File: src/rtl/drpa_pkg.sv
// Package: register map, field layout and types for the request pin activation channel
package drpa_pkg;
  localparam int ADDR_W = 12;
  localparam int DATA_W = 32;
  localparam logic [ADDR_W-1:0] OFF_CTRL = 12'h000;
  localparam logic [ADDR_W-1:0] OFF_STATUS = 12'h004;
  localparam logic [ADDR_W-1:0] OFF_INT_STAT = 12'h008;
  localparam logic [ADDR_W-1:0] OFF_INT_MASK = 12'h00c;
  // Control word bit positions
  localparam int CTRL_XFER_ENABLE = 0;
  localparam int CTRL_PIN_REQ_EN = 1;
  localparam int CTRL_LEVEL_SENSE = 2;
  localparam int CTRL_NEXT_REQ_DELAY = 3;
  localparam int CTRL_SINGLE_ADDR = 4;
  localparam int CTRL_W = 5;
  // Interrupt event bit positions
  localparam int INT_DONE = 0;
  localparam int INT_ERR_STOP = 1;
  localparam int INT_W = 2;
  // Status word bit positions
  localparam int STAT_ACTIVE = 0;
  localparam int STAT_PENDING = 1;
  localparam int STAT_ARMED = 2;
  localparam logic [CTRL_W-1:0] CTRL_RESET = 5'h00;
  localparam logic [INT_W-1:0] INT_RESET = 2'h0;
  // Request pin synchroniser depth and the idle level the synchroniser resets to
  localparam int SYNC_STAGES = 2;
  localparam logic REQ_IDLE_LEVEL = 1'b1;

  typedef struct packed {
    logic single_addr;
    logic next_request_delay;
    logic level_sense;
    logic pin_req_en;
    logic channel_xfer_enable;
  } drpa_ctrl_s;

  typedef struct packed {
    logic [ADDR_W-1:0] paddr;
    logic psel;
    logic penable;
    logic pwrite;
    logic [DATA_W-1:0] pwdata;
  } drpa_apb_req_s;

  typedef enum logic [1:0] {
    ST_IDLE,
    ST_WAIT,
    ST_ACTIVE,
    ST_DELAY
  } drpa_state_e;
endpackage : drpa_pkg

File: src/rtl/drpa_channel.sv
// One transfer channel: request pin sensing, activation sequencing and APB registers
//
// The register addresses and the APB interface to the registers were chosen for this implementation.
module drpa_channel (
  input wire logic MCLK,
  input wire logic RST_N,
  input wire logic CE,
  input wire logic PSEL,
  input wire logic PENABLE,
  input wire logic PWRITE,
  input wire logic [drpa_pkg::ADDR_W-1:0] PADDR,
  input wire logic [drpa_pkg::DATA_W-1:0] PWDATA,
  output logic PREADY,
  output logic [drpa_pkg::DATA_W-1:0] PRDATA,
  output logic PSLVERR,
  input wire logic EXT_REQUEST_N,
  input wire logic GRANT,
  input wire logic CYCLE_DONE,
  input wire logic LAST_UNIT,
  input wire logic ERROR_STOP,
  output logic XFER_REQ,
  output logic CHANNEL_ACTIVE_FLAG,
  output logic BUS_RELEASE,
  output logic XFER_END_OUT_N,
  output logic IRQ
);
  drpa_pkg::drpa_apb_req_s apb;
  drpa_pkg::drpa_ctrl_s ctrl, next_ctrl;
  drpa_pkg::drpa_state_e state, next_state;
  logic [drpa_pkg::SYNC_STAGES-1:0] sync;
  logic [drpa_pkg::SYNC_STAGES-1:0] next_sync;
  logic next_active;
  logic pending, next_pending;
  logic seen_high, next_seen_high;
  logic [drpa_pkg::INT_W-1:0] int_stat, next_int_stat;
  logic [drpa_pkg::INT_W-1:0] int_mask, next_int_mask;
  logic next_pready, next_pslverr;
  logic [drpa_pkg::DATA_W-1:0] next_prdata;
  logic next_xfer_req, next_bus_release, next_end_n, next_irq;
  logic pin_low, armed, unit_done, finish, wr_ctrl, wr_stat, wr_mask, bus_write;
  logic [drpa_pkg::INT_W-1:0] events;

  // Address decode shared by the slave error check and write strobes
  function automatic logic hit(input logic [drpa_pkg::ADDR_W-1:0] a, input logic [drpa_pkg::ADDR_W-1:0] off);
    hit = (a == off);
  endfunction : hit

  function automatic logic mapped(input logic [drpa_pkg::ADDR_W-1:0] a);
    mapped = hit(a, drpa_pkg::OFF_CTRL) | hit(a, drpa_pkg::OFF_STATUS) |
             hit(a, drpa_pkg::OFF_INT_STAT) | hit(a, drpa_pkg::OFF_INT_MASK);
  endfunction : mapped

  // Bus signals grouped for the slave logic
  always_comb begin
    apb.paddr = PADDR;
    apb.psel = PSEL;
    apb.penable = PENABLE;
    apb.pwrite = PWRITE;
    apb.pwdata = PWDATA;
  end

  // Writes land only at the edge where pready is seen high
  always_comb begin
    bus_write = apb.psel & apb.penable & PREADY & apb.pwrite & mapped(apb.paddr);
    wr_ctrl = bus_write & hit(apb.paddr, drpa_pkg::OFF_CTRL);
    wr_stat = bus_write & hit(apb.paddr, drpa_pkg::OFF_INT_STAT);
    wr_mask = bus_write & hit(apb.paddr, drpa_pkg::OFF_INT_MASK);
  end

  // Synchroniser shift: stage 0 takes the pin, each later stage the one before
  always_comb begin
    next_sync[0] = EXT_REQUEST_N;
    for (int i = 1; i < drpa_pkg::SYNC_STAGES; i++) begin
      next_sync[i] = sync[i-1];
    end
  end

  // Two-flop synchroniser on the request pin; only the last stage is looked at
  always_ff @(posedge MCLK or negedge RST_N) begin
    if (!RST_N) begin
      sync <= {drpa_pkg::SYNC_STAGES{drpa_pkg::REQ_IDLE_LEVEL}};
    end else if (CE) begin
      sync <= next_sync;
    end
  end

  // Sensing terms; edge mode needs a high seen since activation
  always_comb begin
    pin_low = ~sync[drpa_pkg::SYNC_STAGES-1];
    armed = ctrl.channel_xfer_enable & ctrl.pin_req_en & (ctrl.level_sense | seen_high);
    unit_done = (state == drpa_pkg::ST_ACTIVE) & CYCLE_DONE;
    finish = unit_done & (LAST_UNIT | ~ctrl.channel_xfer_enable | ERROR_STOP);
  end

  // Channel sequencer: wait, activate, run one unit, optional gap, repeat
  always_comb begin
    next_state = state;
    next_pending = pending;
    next_seen_high = seen_high;
    case (state)
      drpa_pkg::ST_IDLE: begin
        next_pending = 1'b0;
        next_seen_high = 1'b1;
        // Enable written one edge earlier; this edge moves to wait and sampling starts from the next edge
        if (ctrl.channel_xfer_enable) begin
          next_state = drpa_pkg::ST_WAIT;
        end
      end
      // Waiting: latch a request, or activate on grant
      drpa_pkg::ST_WAIT: begin
        if (!ctrl.channel_xfer_enable) begin
          next_state = drpa_pkg::ST_IDLE;
          next_pending = 1'b0;
        end else if (pending && GRANT) begin
          next_state = drpa_pkg::ST_ACTIVE;
          next_pending = 1'b0;
          next_seen_high = 1'b0;
        end else begin
          if (armed && pin_low) begin
            next_pending = 1'b1;
          end
          if (!pin_low) begin
            next_seen_high = 1'b1;
          end
        end
      end
      drpa_pkg::ST_ACTIVE: begin
        // A high during the unit re-arms edge mode; level mode ignores the pin here
        if (!pin_low) begin
          next_seen_high = 1'b1;
        end
        if (finish) begin
          next_state = drpa_pkg::ST_IDLE;
        end else if (unit_done) begin
          // Delay bit holds off acceptance one more cycle
          next_state = ctrl.next_request_delay ? drpa_pkg::ST_DELAY : drpa_pkg::ST_WAIT;
        end
      end
      // Blocking gap: the pin is watched for a high but no request is taken
      drpa_pkg::ST_DELAY: begin
        if (!pin_low) begin
          next_seen_high = 1'b1;
        end
        next_state = ctrl.channel_xfer_enable ? drpa_pkg::ST_WAIT : drpa_pkg::ST_IDLE;
      end
      // Unused encoding falls back to idle with the request cleared
      default: begin
        next_state = drpa_pkg::ST_IDLE;
        next_pending = 1'b0;
        next_seen_high = 1'b1;
      end
    endcase
  end

  // Sequencer state, held while the clock enable is low
  always_ff @(posedge MCLK or negedge RST_N) begin
    if (!RST_N) begin
      state <= drpa_pkg::ST_IDLE;
      pending <= 1'b0;
      seen_high <= 1'b1;
    end else if (CE) begin
      state <= next_state;
      pending <= next_pending;
      seen_high <= next_seen_high;
    end
  end

  // Control register; hardware clear of enable wins over a software write
  always_comb begin
    next_ctrl = ctrl;
    if (wr_ctrl) begin
      next_ctrl = drpa_pkg::drpa_ctrl_s'(apb.pwdata[drpa_pkg::CTRL_W-1:0]);
    end
    // Error stop drops enable at once; active ends at the next unit done
    if (finish || ERROR_STOP) begin
      next_ctrl.channel_xfer_enable = 1'b0;
    end
  end

  // Control flops
  always_ff @(posedge MCLK or negedge RST_N) begin
    if (!RST_N) begin
      ctrl <= drpa_pkg::drpa_ctrl_s'(drpa_pkg::CTRL_RESET);
    end else if (CE) begin
      ctrl <= next_ctrl;
    end
  end

  // Event sources: transfer finish and an error stop while enabled
  always_comb begin
    events = '0;
    events[drpa_pkg::INT_DONE] = finish;
    events[drpa_pkg::INT_ERR_STOP] = ERROR_STOP & ctrl.channel_xfer_enable;
  end

  // Sticky events, write one to clear; a new event beats the clear
  always_comb begin
    next_int_stat = int_stat;
    if (wr_stat) begin
      next_int_stat = int_stat & ~apb.pwdata[drpa_pkg::INT_W-1:0];
    end
    next_int_stat = next_int_stat | events;
    next_int_mask = wr_mask ? apb.pwdata[drpa_pkg::INT_W-1:0] : int_mask;
    // From the updated status so the output never lags a clear
    next_irq = |(next_int_stat & next_int_mask);
  end

  // Interrupt status, mask and output flops
  always_ff @(posedge MCLK or negedge RST_N) begin
    if (!RST_N) begin
      int_stat <= drpa_pkg::INT_RESET;
      int_mask <= drpa_pkg::INT_RESET;
      IRQ <= 1'b0;
    end else if (CE) begin
      int_stat <= next_int_stat;
      int_mask <= next_int_mask;
      IRQ <= next_irq;
    end
  end

  // Pin-side outputs, all registered; request and active from the next state, release and end from this cycle's unit done
  always_comb begin
    next_xfer_req = next_pending;
    // Cycle stealing: the bus goes back after every unit that does not finish the transfer
    next_bus_release = unit_done & ~finish;
    next_end_n = ~finish;
    next_active = (next_state == drpa_pkg::ST_ACTIVE);
  end

  // Pin-side output flops
  always_ff @(posedge MCLK or negedge RST_N) begin
    if (!RST_N) begin
      XFER_REQ <= 1'b0;
      CHANNEL_ACTIVE_FLAG <= 1'b0;
      BUS_RELEASE <= 1'b0;
      XFER_END_OUT_N <= 1'b1;
    end else if (CE) begin
      XFER_REQ <= next_xfer_req;
      CHANNEL_ACTIVE_FLAG <= next_active;
      BUS_RELEASE <= next_bus_release;
      XFER_END_OUT_N <= next_end_n;
    end
  end

  // APB answer: one wait state so pready and read data come from flops
  always_comb begin
    next_pready = 1'b0;
    next_pslverr = 1'b0;
    next_prdata = '0;
    if (apb.psel && apb.penable && !PREADY) begin
      next_pready = 1'b1;
      next_pslverr = ~mapped(apb.paddr);
      // Writes and unmapped reads leave the data at zero
      if (!apb.pwrite) begin
        case (apb.paddr)
          drpa_pkg::OFF_CTRL: begin
            next_prdata[drpa_pkg::CTRL_W-1:0] = ctrl;
          end
          drpa_pkg::OFF_STATUS: begin
            next_prdata[drpa_pkg::STAT_ACTIVE] = CHANNEL_ACTIVE_FLAG;
            next_prdata[drpa_pkg::STAT_PENDING] = pending;
            next_prdata[drpa_pkg::STAT_ARMED] = armed;
          end
          drpa_pkg::OFF_INT_STAT: begin
            next_prdata[drpa_pkg::INT_W-1:0] = int_stat;
          end
          drpa_pkg::OFF_INT_MASK: begin
            next_prdata[drpa_pkg::INT_W-1:0] = int_mask;
          end
          default: begin
            next_prdata = '0;
          end
        endcase
      end
    end
  end

  // APB answer flops
  always_ff @(posedge MCLK or negedge RST_N) begin
    if (!RST_N) begin
      PREADY <= 1'b0;
      PSLVERR <= 1'b0;
      PRDATA <= '0;
    end else if (CE) begin
      PREADY <= next_pready;
      PSLVERR <= next_pslverr;
      PRDATA <= next_prdata;
    end
  end
endmodule : drpa_channel

File: config.mk
export PLATFORM = sky130hd
export DESIGN_NAME = drpa_channel
export DESIGN_NICKNAME = d
export VERILOG_FILES = /design/src/rtl/drpa_pkg.sv /design/src/rtl/drpa_channel.sv
export SDC_FILE = /design/constraint.sdc
export NUM_CORES = 1
export LEC_CHECK = 0
export ABC_AREA = 1
export BUFFER_PORTS_ARGS = -buffer_cell sky130_fd_sc_hd__clkbuf_2
export CORE_MARGIN = 5
export CORE_UTILIZATION = 44
export CTS_BUF_LIST = sky130_fd_sc_hd__clkbuf_16
export DETAILED_ROUTE_END_ITERATION = 12
export PLACE_DENSITY = 0.79
export SKIP_CTS_REPAIR_TIMING = 1
export SYNTH_ARGS = -nofsm -noshare
export SYNTH_HDL_FRONTEND = slang
export SYNTH_SLANG_ARGS = --single-unit
File: constraint.sdc
create_clock -name MCLK -period 1.55 [get_ports MCLK]
set_clock_uncertainty 0.05 [all_clocks]
set_input_delay 0.31 -clock MCLK [delete_from_list [all_inputs] [get_ports MCLK]]
set_output_delay 0.31 -clock MCLK [all_outputs]
set_load 0.03 [all_outputs]
==> results of run 1 <==
-- layer usage --
metal,share of wire [%],up-vias
li1,-,720
met1,45,607
met2,47,49
met3,6.9,5
met4,1.5,0
met5,0,-
-- per-stage QoR --
stage               hold slack, ns  cells  instance area, µm²
global route                0.0250    304                1860
finish                     -0.0184    304                1860
global placement             0.271    300                1780
CTS                       -0.00344    304                1860
detailed placement           0.277    300                1780
floorplan                  -0.0356    241                1730
-- cells in the mapped netlist (all sizes together) --
cell type	number
o22ai	1
a21oi	5
o21bai	1
a22o	2
nor3b	1
buf	30
conb	1
a31oi	2
nor3	3
o21ai	16
nand2	58
nor2	23
nand4	5
o31ai	1
clkbuf	2
dfrtp	22
inv	22
o21a	1
nand3	13
dfstp	4
or2	1
a22oi	1
-- worst max path at each step --
stage              start                  end  slack, ns  cells after the start
3_3_place_gp   PADDR[11]            PRDATA[2]       0.08                      8
3_5_place_dp   PADDR[11]            PRDATA[2]       0.07                      8
6_report          PREADY            PRDATA[2]       0.15                      6
5_1_grt          ctrl[0]  CHANNEL_ACTIVE_FLAG     0.0004                      8
2_1_floorplan     PREADY            PRDATA[2]       0.16                      6
4_1_cts           PREADY            PRDATA[2]       0.13                      6
-- registers in the layout, indices dropped and copies added (netlist names), 2 cells and up --
register  cells
PRDATA        5
ctrl          5
int_mask      2
int_stat      2
state         2
sync          2
-- cell type report --
class	instances	share of cell area, %
clock inverter	1	0.202
clock buffer	3	4.04
timing repair buffer	43	12.1
multi-input combinational	161	40.7
tap	48	3.23
inverter	22	4.44
sequential	26	35.3
-- cell families (layout without fill, tap and decap cells) --
family	Yosys count	count (layout)
buffers and inverters	54	69
AND/OR/NAND/NOR	104	104
flip-flops	26	26
other	1	27
AO/OA/AOI/OAI	30	30
-- where the power goes --
part           switching [W]  internal [W]  leakage (nW)
combinational       0.000190     0.0000612         0.653
clock               0.000223      0.000345        0.0423
sequential         0.0000204      0.000711         0.341
total               0.000434       0.00112          1.04
==> results.ini, run 1 <==
[worst_setup_path]
crit_family = simple AND/OR/NAND/NOR gates
setup.worst_path.start_class = flip-flop
reg2reg_to = PRDATA[2]
reg2reg_depth = 6
path_class = reg -> reg
critical_path_required_ns = 1.69
crit_path_end_kind = flip-flop
critical_path_arrival_ns = 1.54
cp_cell_sequence = inv_1 > nand4_1 > or2_2 > nor2_1 > a22oi_1 > o21ai_0
worstPathBufferInverterCount = 1
cp_max_fo = 3
reg2reg_setup_slack_ns = 0.15
critPathMaxStageDelay_ns = 0.39
critPathSlowestCell = dfrtp_1
r2r-start = PREADY

[route]
drt_iter0_markers = 74
viasPerCell = 4.54
drt_pass1_iterations = 5
ant_nets = 0
route.detailed.drc = 0
routedWlPerCell_um = 10.9
routed_wl_um = 3320
num_vias = 1381

[clock_network]
cts_tree = done
cts_root_buf = clkbuf_16
cts_buffers = 3
clock_latency_ns = 0.26
clk_transition_reported_paths_ns = 0.06
cts_max_path_buffers = 2
clock-sinks = 26
htreeDepth = 1

[global_routing]
grt.met1_usage_pct = 16.8
grt_overflow = 0
grt_max_degree = 27
grt_pass1_wl_um = 5420
grt_util_met3_pct = 2.41
top_usage_layer = met2
antenna_found_initial = 0
grt_pass1_vias = 1294
use_met2_pct = 22.7
grt_util_all_layers_pct = 13.3

[timing]
setup_viol = 0
max_freq_ghz = 0.715
setup_slack_ns = 0.151
slew_violations = 0
rsz0062_at_grt = no
finalHoldViolations = 22
tns_ns = 0
worst_hold_slack_ns = -0.0184
min_period_ns = 1.40
fin_crit_sh_pct = 90.3

[placed_design]
dp_hpwl_um = 2630
place_ws_ns = 0.0652
portBuffers = 39
gp_congestion = 0.802

[layout]
area.sequential_um2 = 656
diodes = 0
n_fill_cell = 382
synthToLayoutAreaGrowth_pct = 14.0
multiInputGateArea_um2 = 756
drive_gt1_share_pct = 23.8
layout_commonest_cell = nand2_1
mostFrequentLayoutCells = nand2_1 (54), clkbuf_2 (39), conb_1 (27), dfrtp_1 (22), inv_1 (22)
nets = 312
post-route-util_pct = 51.1

[synthesis]
synth-simple-area-share_pct = 29.6
synth_xor_area_share_pct = 0
ys_top_cells_by_area = dfrtp_1 (34%), buf_4 (13%), nand2_1 (12%), dfstp_2 (6.4%), inv_1 (4.8%)
synth.yosys.seq_area_share_pct = 40.2
yosys_warnings = 0
synth.largest_area_cell = dfrtp_1
muxShareOfSynthArea_pct = 0
syn_inst = 215
synth.ff_latch_count = 26
avgSynthCellArea_um2 = 7.58
synth_top_area_share_pct = 33.8
yosysUniqueCellTypes = 32
syn_area_um2 = 1630
synth_top_family_by_area = simple AND/OR/NAND/NOR gates
synth_compound_area_share_pct = 10.5
synth_fa_ha_area_share_pct = 0

[die]
initial_core_util_pct = 44.9
die_w_um = 70.9
io_pins = 94
dieHeight_um = 70.9
rows = 22
die-area_um2 = 5020
core-area_um2 = 3630

[power_and_ir_drop]
ir_drop_mv = 0.441
p_leak_nw = 1.04
p_total_w = 0.00155
powerDensity_nw_per_um2 = 835

[worst_hold_path]
worst_hold_path_type = in -> async

[run_status]
status = finished with violations
violations = hold timing

[job]
cap_viol_max_count = 0

Note: power is estimated with default switching activity, not from simulation.
==> inputs of run 2 (changes only) <==
Settings changed: CELL_PAD_IN_SITES_DETAIL_PLACEMENT from default to 1, CELL_PAD_IN_SITES_GLOBAL_PLACEMENT from default to 2, CORE_UTILIZATION 44 to 22, PLACE_DENSITY 0.79 to 0.77.
==> run 2 against run 1 <==
  * The run still ends with hold timing left
  * Fmax fell by 2.2%
  * Clock-buffer cell count stayed put
  * Cell count is 17% higher
  * Sequential power about the same
  * First-iteration DRC count fell by 58%
  * Hold slack improved by 0.014 ns
  * Critical path type unchanged
  * Critical endpoint unchanged
  * Largest power group unchanged
==> results.ini, run 2 (synthesis results as in run 1) <==
[die]
rows = 31  ; +41%
io_pins = 94  ; unchanged
core-area_um2 = 7250  ; +100%
die-area_um2 = 9230  ; +84%
die_w_um = 96.1  ; +36%
initial_core_util_pct = 22.5  ; -22 points
dieHeight_um = 96.1  ; +36%

[clock_network]
clk_transition_reported_paths_ns = 0.06  ; about the same
clock-sinks = 26  ; unchanged
htreeDepth = 1  ; unchanged
cts_buffers = 3  ; unchanged
cts_root_buf = clkbuf_16
clock_latency_ns = 0.26  ; about the same
cts_tree = done
cts_max_path_buffers = 2  ; unchanged

[worst_setup_path]
cp_max_fo = 3  ; unchanged
setup.worst_path.start_class = flip-flop
path_class = reg -> reg
crit_path_end_kind = flip-flop
critical_path_arrival_ns = 1.56  ; +0.02 ns
reg2reg_setup_slack_ns = 0.12  ; -0.03 ns
reg2reg_depth = 6  ; unchanged
critical_path_required_ns = 1.68  ; about the same

[route]
drt_iter0_markers = 31  ; -58%
route.detailed.drc = 0  ; unchanged
routedWlPerCell_um = 12.1  ; +11%
drt_pass1_iterations = 7  ; +2
viasPerCell = 4.10  ; -9.8%
num_vias = 1458  ; +5.6%
routed_wl_um = 4310  ; +30%
ant_nets = 0  ; unchanged

[layout]
diodes = 0  ; unchanged
reg_top3 = PRDATA: 5 flops, ctrl: 5 flops
drive_gt1_share_pct = 24.5  ; +0.69 points
mostFrequentLayoutCells = nand2_1 (54), clkbuf_2 (39), conb_1 (27), dfrtp_1 (22), inv_1 (20)
final_cells = 356  ; +17%
layout_commonest_cell = nand2_1
nets = 313  ; +0.32%
post-route-util_pct = 26.6  ; -25 points
synthToLayoutAreaGrowth_pct = 18.3

[global_routing]
grt_overflow = 0  ; unchanged
antenna_found_initial = 0  ; unchanged
grt_pass1_vias = 1457  ; +13%
grt_util_all_layers_pct = 9.66  ; -3.7 points
grt_max_degree = 27  ; unchanged
grt_pass1_wl_um = 7020  ; +29%

[power_and_ir_drop]
seq_power_share_pct = 46.9  ; -0.3 points
powerDensity_nw_per_um2 = 809  ; -3.1%
ir_drop_mv = 0.374  ; -15%
p_int_w = 0.00112  ; +0.10%
swShare_pct = 28.4  ; +0.40 points
p_switching_w = 0.000443  ; +2.1%
combPwrFrac_pct = 16.7  ; +0.5 points
p_leak_nw = 1.04  ; +0.14%
clkPwrFrac_pct = 36.4  ; -0.2 points

[job]
cap_viol_max_count = 0  ; unchanged

[timing]
min_period_ns = 1.43  ; +0.0316 ns
finalHoldViolations = 11  ; -50%
setup_viol = 0  ; unchanged
max_freq_ghz = 0.699  ; -2.2%
tns_ns = 0  ; unchanged
fin_crit_sh_pct = 92.3  ; +2.0 points
slew_violations = 0  ; unchanged
worst_hold_slack_ns = -0.00426  ; +0.0141 ns
rsz0062_at_grt = no

[run_status]
violations = hold timing
status = finished with violations

[placed_design]
portBuffers = 39  ; unchanged
dp_hpwl_um = 3540  ; +35%
dp.cells = 352  ; +17%
gp_congestion = 0.775  ; -3.4%

[worst_hold_path]
worst_hold_path_type = in -> async

==> run 2: cell count changes in the layout (fill, tap and decap cells not counted) <==
cell      before  now
inv_1         22   20
buf_4          4    5
clkinv_1       0    1
inv_2          1    2
==> run 2: power by group through the flow <==
stage	Clock (W)	Combinational, W	Sequential, W
2_1_floorplan	0	0.000212	0.000756
3_3_place_gp	0	0.000259	0.000744
3_5_place_dp	0	0.000263	0.000744
4_1_cts	0.000598	0.000263	0.000732
5_1_grt	0.000622	0.000291	0.000735
6_report	0.000569	0.000261	0.000732
==> run 2: final timing paths <==
check | from | endpoint
min in group MCLK | EXT_REQUEST_N | sync[0]
min | RST_N | PREADY
max | PREADY | PRDATA[2]
min reg2reg | sync[0] | sync[0]
max reg2reg | PREADY | PRDATA[2]
max in group asynchronous | RST_N | seen_high
==> run 2: worst max-delay path: stages (launching register included) <==
cell and delay, ns:
dfrtp_1 0.40, inv_1 0.07, nand4_1 0.11, or2_2 0.32, nor2_1 0.21, a22oi_1 0.09, o21ai_0 0.10
==> run 2: final cells by class <==
type                       instances  area [µm²]
timing repair buffer              44         233
multi-input combinational        161         756
clock buffer                       3        75.1
tap                               99         124
inverter                          22        82.6
fill                             921        5320
clock inverter                     1        3.75
sequential                        26         656
==> run 2: per-stage QoR <==
| stage | worst slack, ns | cell area (µm²) | power, W |
|---|---|---|---|
| final | 0.119 | 1930 | 0.00156 |
| after global routing | 0.00114 | 1930 | 0.00165 |
| after CTS | 0.0829 | 1930 | 0.00159 |
| after detailed placement | 0.0473 | 1850 | 0.00101 |
| after global placement | 0.0660 | 1850 | 0.00100 |
| after floorplan | 0.159 | 1730 | 0.000967 |
==> run 2: metal layers <==
layer / global-route usage, % / part of all wire, %
met2: 16.7 / 48
met3: 2.19 / 6.6
met5: 0 / 0
met1: 12.3 / 44
met4: 1.78 / 0.79
==> inputs of run 3 (changes only) <==
Settings changed: CELL_PAD_IN_SITES_DETAIL_PLACEMENT 1 to default, CELL_PAD_IN_SITES_GLOBAL_PLACEMENT 2 to default, CORE_ASPECT_RATIO from default to 0.7, CORE_UTILIZATION 22 to 44, PLACE_DENSITY 0.77 to 0.82.
==> run 3 against run 2 <==
  * The run still ends with hold timing left
  * Routed wire length is 17% lower
  * Critical path depth is 1 higher
  * Hold slack got worse by 0.0057 ns
  * Register-to-register slack gained 0.07 ns
  * Die area decreased by 45%
  * Sequential power about the same
==> results.ini, run 3 (synthesis results as in run 1) <==
[placed_design]
dpl_cell_area_um2 = 1780  ; -3.7%
dp_hpwl_um = 2840  ; -20%
gp_congestion = 0.854  ; +10%
portBuffers = 39  ; unchanged

[clock_network]
cts_buffers = 3  ; unchanged
cts_root_buf = clkbuf_16
htreeDepth = 1  ; unchanged
cts_max_path_buffers = 2  ; unchanged
cts_tree = done
clk_transition_reported_paths_ns = 0.06  ; about the same
clock-sinks = 26  ; unchanged
clock_latency_ns = 0.26  ; about the same

[timing]
slew_violations = 0  ; unchanged
setup_viol = 0  ; unchanged
tns_ns = 0  ; unchanged
min_period_ns = 1.36  ; -0.0702 ns
worst_hold_slack_ns = -0.00999  ; -0.00573 ns
finalHoldViolations = 12  ; +1
rsz0062_at_grt = no
max_freq_ghz = 0.735  ; +5.2%
fin_crit_sh_pct = 87.8  ; -4.5 points

[job]
cap_viol_max_count = 0  ; unchanged

[layout]
synthToLayoutAreaGrowth_pct = 14.6
nets = 312  ; -0.32%
mostFrequentLayoutCells = nand2_1 (54), clkbuf_2 (39), conb_1 (27), dfrtp_1 (22), inv_1 (22)
post-route-util_pct = 52.5  ; +26 points
n_fill_cell = 370  ; -60%
diodes = 0  ; unchanged
drive_gt1_share_pct = 24.6  ; +0.096 points
final_design_area_no_fill_um2 = 1870  ; -3.2%
reg_top3 = PRDATA: 5 flops, ctrl: 5 flops
layout_commonest_cell = nand2_1

[die]
core-area_um2 = 3560  ; -51%
io_pins = 94  ; unchanged
die-area_um2 = 5040  ; -45%
rows = 18  ; -42%
die_w_um = 82.8  ; -14%
dieHeight_um = 60.9  ; -37%
initial_core_util_pct = 45.8  ; +23 points

[global_routing]
grt_overflow = 0  ; unchanged
grt_max_degree = 27  ; unchanged
antenna_found_initial = 0  ; unchanged
grt_util_all_layers_pct = 14.5  ; +4.9 points
grt_pass1_wl_um = 5570  ; -21%
grt_pass1_vias = 1290  ; -11%

[route]
drt_iter0_markers = 109  ; +250%
routed_wl_um = 3590  ; -17%
ant_nets = 0  ; unchanged
viasPerCell = 4.61  ; +13%
routedWlPerCell_um = 11.7  ; -3.1%
num_vias = 1412  ; -3.2%
route.detailed.drc = 0  ; unchanged
drt_pass1_iterations = 4  ; -3

[worst_setup_path]
critical_path_required_ns = 1.64  ; -0.04 ns
path_depth = 7  ; +1
cp_max_fo = 3  ; unchanged
setup.worst_path.start_class = flip-flop
crit_path_end_kind = flip-flop
cp_cell_sequence = inv_1 > nand2_1 > nor2_1 > nand2_1 > a21oi_1 > nor2_1 > o21bai_1
reg2reg_depth = 7  ; +1
critical_path_arrival_ns = 1.45  ; -0.11 ns
critPathMaxStageDelay_ns = 0.38  ; -0.02 ns
path_class = reg -> reg
crit_family = simple AND/OR/NAND/NOR gates
critPathSlowestCell = dfrtp_1
worstPathBufferInverterCount = 1  ; unchanged

[power_and_ir_drop]
p_leak_nw = 1.04  ; about the same
powerDensity_nw_per_um2 = 834  ; +3.0%
ir_drop_mv = 0.467  ; +25%
p_total_w = 0.00156  ; -0.28%

[run_status]
status = finished with violations
violations = hold timing

[worst_hold_path]
worst_hold_path_type = in -> async

==> run 3: changes by cell type in the layout (fill, tap and decap cells not counted), sizes merged <==
cell	delta
buf	-1
clkinv	-1
inv	+1
==> run 3: worst reg2reg max path: stages (launching register included) <==
cell	delay, ns
dfrtp_1	0.38
inv_1	0.09
nand2_1	0.09
nor2_1	0.16
nand2_1	0.07
a21oi_1	0.16
nor2_1	0.08
o21bai_1	0.16
==> run 3: per-stage QoR <==
| step | setup WS (ns) | instances | hold slack [ns] |
|---|---|---|---|
| floorplan | 0.159 | 241 | -0.0356 |
| global placement | 0.102 | 302 | 0.270 |
| detailed placement | 0.0523 | 302 | 0.275 |
| CTS | 0.114 | 306 | -0.00519 |
| global route | 0.0255 | 306 | 0.0222 |
| finish | 0.189 | 306 | -0.00999 |
==> run 3: layout make-up <==
class	count	area, µm²	area share [%]
inverters	22	82.6	4.42
multi-input cells	161	763	40.9
clock buffers	3	75.1	4.02
repair buffers	43	225	12.1
flip-flops and latches	26	656	35.1
clock inverters	1	3.75	0.201
well taps	50	62.6	3.35
==> run 3: final timing paths <==
path	from	end	slack [ns]
max	state[0]	state[1]	0.19
min	RST_N	ctrl[4]	-0.01
max reg2reg	state[0]	state[1]	0.19
min reg2reg	sync[0]	sync[0]	0.42
max in group asynchronous	RST_N	XFER_END_OUT_N	1.15
min in group MCLK	EXT_REQUEST_N	sync[0]	0.18
==> run 3: report_power, final <==
part           internal [W]  switching, W  total, W
Combinational     0.0000613      0.000195  0.000256
Sequential         0.000711     0.0000214  0.000732
Clock              0.000345      0.000224  0.000568
==> run 3: routing by layer <==
layer | up-vias | track usage, % | part of all wire, %
met2 | 51 | 23.4 | 46
met3 | 2 | 4.30 | 7.9
met1 | 644 | 20.0 | 46
met4 | 0 | 2.10 | 0.22
li1 | 715 | - | -
met5 | - | 0 | 0
